===== config.mk =====
export PLATFORM = sky130hd
export DESIGN_NAME = power_mode_controller
export DESIGN_NICKNAME = d
export VERILOG_FILES = /design/src/include/pmc_pkg.sv /design/src/include/pmc_wake_if.sv /design/src/hdl/pmc_wake_filter.sv /design/src/hdl/power_mode_controller.sv
export SDC_FILE = /design/constraint.sdc
export NUM_CORES = 1
export LEC_CHECK = 0
export BUFFER_PORTS_ARGS = -buffer_cell sky130_fd_sc_hd__buf_2
export CORE_MARGIN = 2
export CORE_UTILIZATION = 25
export DETAILED_ROUTE_END_ITERATION = 6
export GPL_ROUTABILITY_DRIVEN = 0
export MAX_ROUTING_LAYER = met4
export PLACE_DENSITY_LB_ADDON = 0.25
export SYNTH_ARGS = -nofsm -noshare
export SYNTH_HDL_FRONTEND = slang
export SYNTH_HIERARCHICAL = 1
export SYNTH_SLANG_ARGS = --single-unit

===== constraint.sdc =====
create_clock -name i_clk -period 4.7 [get_ports i_clk]
set_input_delay 0.235 -clock i_clk [delete_from_list [all_inputs] [get_ports i_clk]]
set_output_delay 0.235 -clock i_clk [all_outputs]
set_load 0.05 [all_outputs]

===== src/include/pmc_pkg.sv =====
// Package with mode encodings and field constants for the power mode controller
package pmc_pkg;
   // Operating power control encodings (two bits, three legal values)
   localparam logic [1:0] OPC_HIGH_SPEED = 2'h0;
   localparam logic [1:0] OPC_LOW_SPEED = 2'h1;
   localparam logic [1:0] OPC_SUBOSC_SPEED = 2'h2;
   localparam logic [1:0] OPC_RESET_VALUE = 2'h0;
   // Oscillator enable vector bit positions
   localparam int OSC_PLL = 0;
   localparam int OSC_PLL_B = 1;
   localparam int OSC_HOCO = 2;
   localparam int OSC_MOCO = 3;
   localparam int OSC_LOCO = 4;
   localparam int OSC_MAIN = 5;
   localparam int OSC_SUB = 6;
   localparam int OSC_WDT = 7;
   localparam int OSC_COUNT = 8;
   localparam logic [7:0] OSC_ALLOW_HIGH = 8'hff;
   localparam logic [7:0] OSC_ALLOW_LOW = 8'hfc;
   localparam logic [7:0] OSC_ALLOW_SUBOSC = 8'hd0;
   // Power state codes reported on the status port
   localparam logic [2:0] ST_NORMAL = 3'h0;
   localparam logic [2:0] ST_SLEEP = 3'h1;
   localparam logic [2:0] ST_SW_STANDBY = 3'h2;
   localparam logic [2:0] ST_SNOOZE = 3'h3;
   localparam logic [2:0] ST_DEEP_STANDBY = 3'h4;
   // Cycles the internal reset request is held after a deep standby wake
   localparam logic [3:0] WAKE_RESET_CYCLES = 4'h4;
endpackage


===== src/include/pmc_wake_if.sv =====
// Interface carrying wake sources between the controller and its wake filter
`timescale 1ns/1ps
interface pmc_wake_if;
   logic [2:0] state;
   logic reset_wake;
   logic irq_wake;
   modport filter (input state, output reset_wake, output irq_wake);
   modport ctrl (output state, input reset_wake, input irq_wake);
endinterface


===== src/hdl/pmc_wake_filter.sv =====
// Wake source filter: picks the resets and interrupts that end each low power state
`timescale 1ns/1ps
module pmc_wake_filter #(
   parameter int IRQ_W = 8
) (
   input wire logic i_pin_reset,
   input wire logic i_por_reset,
   input wire logic i_lvd_reset,
   input wire logic [IRQ_W-1:0] i_irq,
   input wire logic [IRQ_W-1:0] i_standby_wake_en,
   input wire logic [IRQ_W-1:0] i_deep_wake_en,
   pmc_wake_if.filter wk
);
   wire any_irq;
   wire standby_irq;
   wire deep_irq;

   // Sleep wakes on any interrupt; standby states only on enabled sources
   assign any_irq = |i_irq;
   assign standby_irq = |(i_irq & i_standby_wake_en);
   assign deep_irq = |(i_irq & i_deep_wake_en);
   assign wk.reset_wake = i_pin_reset | i_por_reset | i_lvd_reset;
   assign wk.irq_wake = (wk.state == pmc_pkg::ST_SLEEP) ? any_irq :
      (wk.state == pmc_pkg::ST_SW_STANDBY || wk.state == pmc_pkg::ST_SNOOZE) ? standby_irq :
      (wk.state == pmc_pkg::ST_DEEP_STANDBY) ? deep_irq : 1'b0;
endmodule // pmc_wake_filter


===== src/hdl/power_mode_controller.sv =====
// Power mode controller: operating power mode and low power state sequencing
`timescale 1ns/1ps
// Contract
// Software writes an operating power mode used in Normal and Sleep.
// High-speed allows all oscillators; low-speed no PLLs; subosc only three slow ones.
// Any mode value is accepted (the code drops reserved code 3); savings depend on software clock and voltage setup.
// Software should choose the largest clock division ratios for lowest power.
// Pin, power-on, voltage monitor reset or enabled interrupt leaves low power.
// Snooze is entered only from Software Standby on a snooze trigger.
// Other low power modes entered only on wait-for-interrupt, selected by standby bits.
// The operating power setting encodes exactly three modes.
// Interrupt wake resumes execution, except deep standby wake which forces reset.
// A reset that cancels any low power mode leaves the device in reset.
// Select clear gives Sleep; select set gives Standby, or Deep with deep bit.
module power_mode_controller #(
   parameter int IRQ_W = 8
) (
   input wire logic i_clk,
   input wire logic i_reset,
   input wire logic i_opc_we,
   input wire logic [1:0] i_opc_wdata,
   input wire logic i_standby_select_bit,
   input wire logic i_deep_standby_bit,
   input wire logic i_snooze_enable_bit,
   input wire logic i_wait_for_interrupt_instr,
   input wire logic i_snooze_trigger,
   input wire logic i_pin_reset,
   input wire logic i_por_reset,
   input wire logic i_lvd_reset,
   input wire logic [IRQ_W-1:0] i_irq,
   input wire logic [IRQ_W-1:0] i_standby_wake_en,
   input wire logic [IRQ_W-1:0] i_deep_wake_en,
   output logic [1:0] o_operating_power_ctrl_reg,
   output logic [pmc_pkg::OSC_COUNT-1:0] o_osc_allowed,
   output logic [2:0] o_power_state,
   output logic o_cpu_clock_run,
   output logic o_irq_resume,
   output logic o_system_reset_req
);
   typedef enum logic [2:0] {S_NORMAL, S_SLEEP, S_SW_STANDBY, S_SNOOZE, S_DEEP} pstate_e;

   pstate_e state_reg;
   pstate_e state_next;
   logic [1:0] opc_reg;
   logic [3:0] rst_cnt_reg;
   logic [3:0] rst_cnt_next;
   logic resume_reg;
   logic resume_next;
   logic [2:0] state_code;
   wire opc_legal;
   wire in_low_power;
   wire deep_irq_exit;
   wire irq_exit;
   pmc_wake_if wk ();

   // Map the internal state to its status code
   function automatic logic [2:0] code_of(input pstate_e s);
      case (s)
         S_SLEEP: code_of = pmc_pkg::ST_SLEEP;
         S_SW_STANDBY: code_of = pmc_pkg::ST_SW_STANDBY;
         S_SNOOZE: code_of = pmc_pkg::ST_SNOOZE;
         S_DEEP: code_of = pmc_pkg::ST_DEEP_STANDBY;
         default: code_of = pmc_pkg::ST_NORMAL;
      endcase
   endfunction

   // Oscillators permitted by each operating power mode
   function automatic logic [pmc_pkg::OSC_COUNT-1:0] osc_mask(input logic [1:0] m);
      case (m)
         pmc_pkg::OPC_LOW_SPEED: osc_mask = pmc_pkg::OSC_ALLOW_LOW;
         pmc_pkg::OPC_SUBOSC_SPEED: osc_mask = pmc_pkg::OSC_ALLOW_SUBOSC;
         default: osc_mask = pmc_pkg::OSC_ALLOW_HIGH;
      endcase
   endfunction

   pmc_wake_filter #(.IRQ_W(IRQ_W)) u_wake (
      .i_pin_reset(i_pin_reset),
      .i_por_reset(i_por_reset),
      .i_lvd_reset(i_lvd_reset),
      .i_irq(i_irq),
      .i_standby_wake_en(i_standby_wake_en),
      .i_deep_wake_en(i_deep_wake_en),
      .wk(wk.filter)
   );

   // Decode of state and wake conditions
   assign state_code = code_of(state_reg);
   assign wk.state = state_code;
   // Reserved code 3 is dropped so the register only ever holds three modes
   assign opc_legal = (i_opc_wdata != 2'h3);
   assign in_low_power = (state_reg != S_NORMAL);
   assign irq_exit = in_low_power && wk.irq_wake;
   assign deep_irq_exit = (state_reg == S_DEEP) && wk.irq_wake;

   // Low power state sequencing
   always_comb begin
      state_next = state_reg;
      resume_next = 1'b0;
      rst_cnt_next = (rst_cnt_reg != 4'h0) ? rst_cnt_reg - 4'h1 : 4'h0;
      case (state_reg)
         S_NORMAL: begin
            if (i_wait_for_interrupt_instr && rst_cnt_reg == 4'h0) begin
               if (!i_standby_select_bit) begin
                  state_next = S_SLEEP;
               end else if (!i_deep_standby_bit) begin
                  state_next = S_SW_STANDBY;
               end else begin
                  state_next = S_DEEP;
               end
            end
         end
         S_SW_STANDBY: begin
            if (irq_exit) begin
               state_next = S_NORMAL;
               resume_next = 1'b1;
            end else if (i_snooze_trigger && i_snooze_enable_bit) begin
               state_next = S_SNOOZE;
            end
         end
         S_SLEEP, S_SNOOZE: begin
            if (irq_exit) begin
               state_next = S_NORMAL;
               resume_next = 1'b1;
            end
         end
         S_DEEP: begin
            if (deep_irq_exit) begin
               state_next = S_NORMAL;
               rst_cnt_next = pmc_pkg::WAKE_RESET_CYCLES;
            end
         end
         default: state_next = S_NORMAL;
      endcase
      // Resets take priority over every interrupt wake
      if (wk.reset_wake) begin
         state_next = S_NORMAL;
         resume_next = 1'b0;
         rst_cnt_next = pmc_pkg::WAKE_RESET_CYCLES;
      end
   end

   // State registers
   always_ff @(posedge i_clk) begin
      if (i_reset) begin
         state_reg <= S_NORMAL;
         resume_reg <= 1'b0;
         rst_cnt_reg <= 4'h0;
      end else begin
         state_reg <= state_next;
         resume_reg <= resume_next;
         rst_cnt_reg <= rst_cnt_next;
      end
   end

   // Operating power mode register; writable any time, no clock check
   always_ff @(posedge i_clk) begin
      if (i_reset || wk.reset_wake) begin
         opc_reg <= pmc_pkg::OPC_RESET_VALUE;
      end else if (i_opc_we && opc_legal) begin
         opc_reg <= i_opc_wdata;
      end
   end

   // Outputs
   assign o_operating_power_ctrl_reg = opc_reg;
   // Low power states beyond sleep stop every oscillator but the slow trio
   assign o_osc_allowed = (state_reg == S_NORMAL || state_reg == S_SLEEP) ?
      osc_mask(opc_reg) : pmc_pkg::OSC_ALLOW_SUBOSC;
   assign o_power_state = state_code;
   assign o_cpu_clock_run = (state_reg == S_NORMAL) && (rst_cnt_reg == 4'h0);
   assign o_irq_resume = resume_reg;
   assign o_system_reset_req = (rst_cnt_reg != 4'h0);
endmodule // power_mode_controller


==> results.toml <==
[run_status]
status = "finished clean"

[synth]
synth-compound-area-share_pct = 25.8
netlist.area_leader.share_pct = 28.1
async_flop_share_pct = 0
synth.distinct_cells = 37
ys_top_cells_by_area = "dfxtp_1 (28%), buf_4 (6.3%), nor2_1 (5.3%)"
ys_seq_area_share_pct = 28.1
synth_flop_cell = "dfxtp_1"
synth_xor_area_share_pct = 0
yosysWarningCount = 6
synth.mux.area_fraction_pct = 2.99
synth-edff-count = 0
postSynthCellCount = 87
yosys-top-cells-count = "dfxtp_1 (10), nor2_1 (10), buf_4 (6)"
synthSimpleGateAreaFrac_pct = 30.8
syn_area_um2 = 712
synthAdderAreaFrac_pct = 1.76
synth_top_family_by_area = "simple AND/OR/NAND/NOR gates"
synth.avg_cell_area_um2 = 8.18
synth-seq-cells = 10
synth.largest_area_cell = "dfxtp_1"

[placed_design]
placed_cells = 160
post_dp_cell_area_um2 = 943
hpwl_um = 1580
io_buffers = 49
dp_slack_ns = 2.49

[finish]
fillers = 289
area_growth_pct = 35.7
finalCoreUtilization_pct = 35.3
final_nets = 172
drive_above_1_share_pct = 43.2
antenna_cells = 0
largest_reg_flops = 4
layoutNonFillerInstCount = 163
regArea_um2 = 200
multi_input_comb_area_um2 = 448
final_cell_area_um2 = 966

[detailed_routing]
wl_per_cell_um = 11.6
wl_met2_um = 996
dr.pass1.iters = 4
top_layer = "met4"
routed_wl_um = 1880
wl_met1_um = 751
routed-wl-met3_um = 82
route.vias.total = 812
postRouteAntennaNets = 0
detail_route.iter0.violations = 12
drt-vias-per-instance = 4.98
drc = 0

[clock_network]
cts-resized-gates = 0
worstSkewPairLatency_ns = 0.26
ctsRootBufferMaster = "clkbuf_4"
cts_sinks = 10
cts_tree = "yes"
htreeDepth = 1
cts_setup_buffers = 0
postCtsHoldBufs = 0
cts_inserted_buffers = 3
path_clk_slew_ns = 0.06
cts_buffer_depth = 2

[timing]
fin_crit_sh_pct = 47.3
hold_ws_ns = 0.133
finalWorstSetupSlack_ns = 2.48
slew_violations = 0
fin_crit_ns = 2.22
finalHoldViolCount = 0
tns_ns = 0
setup_viol = 0
rsz0062_at_grt = "false"
timing.fmax_ghz = 0.450
clock_skew_ns = 0.00258

[worst_setup_path]
r2r_cells = 8
regToRegSetupSlack_ns = 2.48
worstReg2RegEnd = "state_reg[1]$_SDFFE_PP0P_"
setup.worst_path.end_class = "flip-flop"
arrival_ns = 2.40
path_class = "flip-flop to flip-flop"
cp-startpoint = "state_reg[1]$_SDFFE_PP0P_"
reg2reg_from = "state_reg[1]$_SDFFE_PP0P_"
critPathRequiredTime_ns = 4.88
path_max_fanout = 13
cp-start-kind = "flip-flop"
crit_end = "state_reg[1]$_SDFFE_PP0P_"

[floorplanning]
fp.dieArea_um2 = 3290
io_pins = 53
coreArea_um2 = 2730
start_util_pct = 26.0
std_cell_rows = 19
dieWidth_um = 57.4
dieHeight_um = 57.4

[power]
leakage_nw = 0.442
total_power_mw = 0.198
vdd_ir_drop_max_v = 0.000131
p_per_area_nw_per_um2 = 205

[grt]
antenna_found_initial = 0
grt_max_degree = 14
grt_pass1_vias = 802
overflow = 0
grt_pass1_wl_um = 3250
grt_usage_pct = 13.1

[flow_run]
drv_cap = 0

[min_path]
hp-class = "input pin to flip-flop"
## placed cells by master, fill, tap and decap left out, types with 4 or more instances in the layout
master / n
a21oi_1: 4
a22oi_1: 4
buf_2: 49
dfxtp_1: 10
nor2_1: 10
nor2b_1: 5
nor3_1: 5
## critical path: stages, from the launching register on
cell	delay, ns
dfxtp_1	0.57
nor2b_1	0.31
nor4_1	0.10
a311oi_1	0.29
a32o_1	0.27
inv_1	0.11
o311ai_1	0.14
a31oi_1	0.15
a211oi_1	0.20
## how the worst min path moves through the flow
| stage | startpoint | endpoint | slack (ns) | depth (start not counted) |
|---|---|---|---|---|
| floorplan | i_reset | rst_cnt_reg[2]$_SDFF_PP0_ | 0.30 | 1 |
| global placement | i_reset | rst_cnt_reg[2]$_SDFF_PP0_ | 0.41 | 2 |
| detailed placement | i_reset | rst_cnt_reg[2]$_SDFF_PP0_ | 0.41 | 2 |
| CTS | i_reset | rst_cnt_reg[2]$_SDFF_PP0_ | 0.13 | 2 |
| global route | i_reset | rst_cnt_reg[2]$_SDFF_PP0_ | 0.12 | 2 |
| finish | i_reset | rst_cnt_reg[2]$_SDFF_PP0_ | 0.13 | 2 |
## kinds of logic (layout without fill, tap and decap cells)
group	count (synthesis)	in the layout
buf+inv	12	55
fa+ha+maj	1	1
simple gates	37	37
compound gates	24	24
flops	10	10
other cells	1	3
mux	2	2
## area by class of cell
type                    instances  share of cell area [%]
flip-flops and latches         10                    20.7
well taps                      31                    4.02
multi-input cells              67                    46.4
repair buffers                 49                    25.4
inverters                       3                    1.17
clock buffers                   3                    2.33
## metal layers
layer / vias to the layer above / track usage (%)
met5: - / -
met4: 0 / 7.97
met1: 372 / 13.7
li1: 412 / -
met3: 8 / 4.54
met2: 20 / 20.9
## power breakdown
group	switching [mW]	internal [mW]	leakage [nW]
Sequential	0.00185	0.0859	0.0810
Combinational	0.0306	0.0210	0.347
Clock	0.0286	0.0296	0.0138
(Power assumes the default switching activity.)
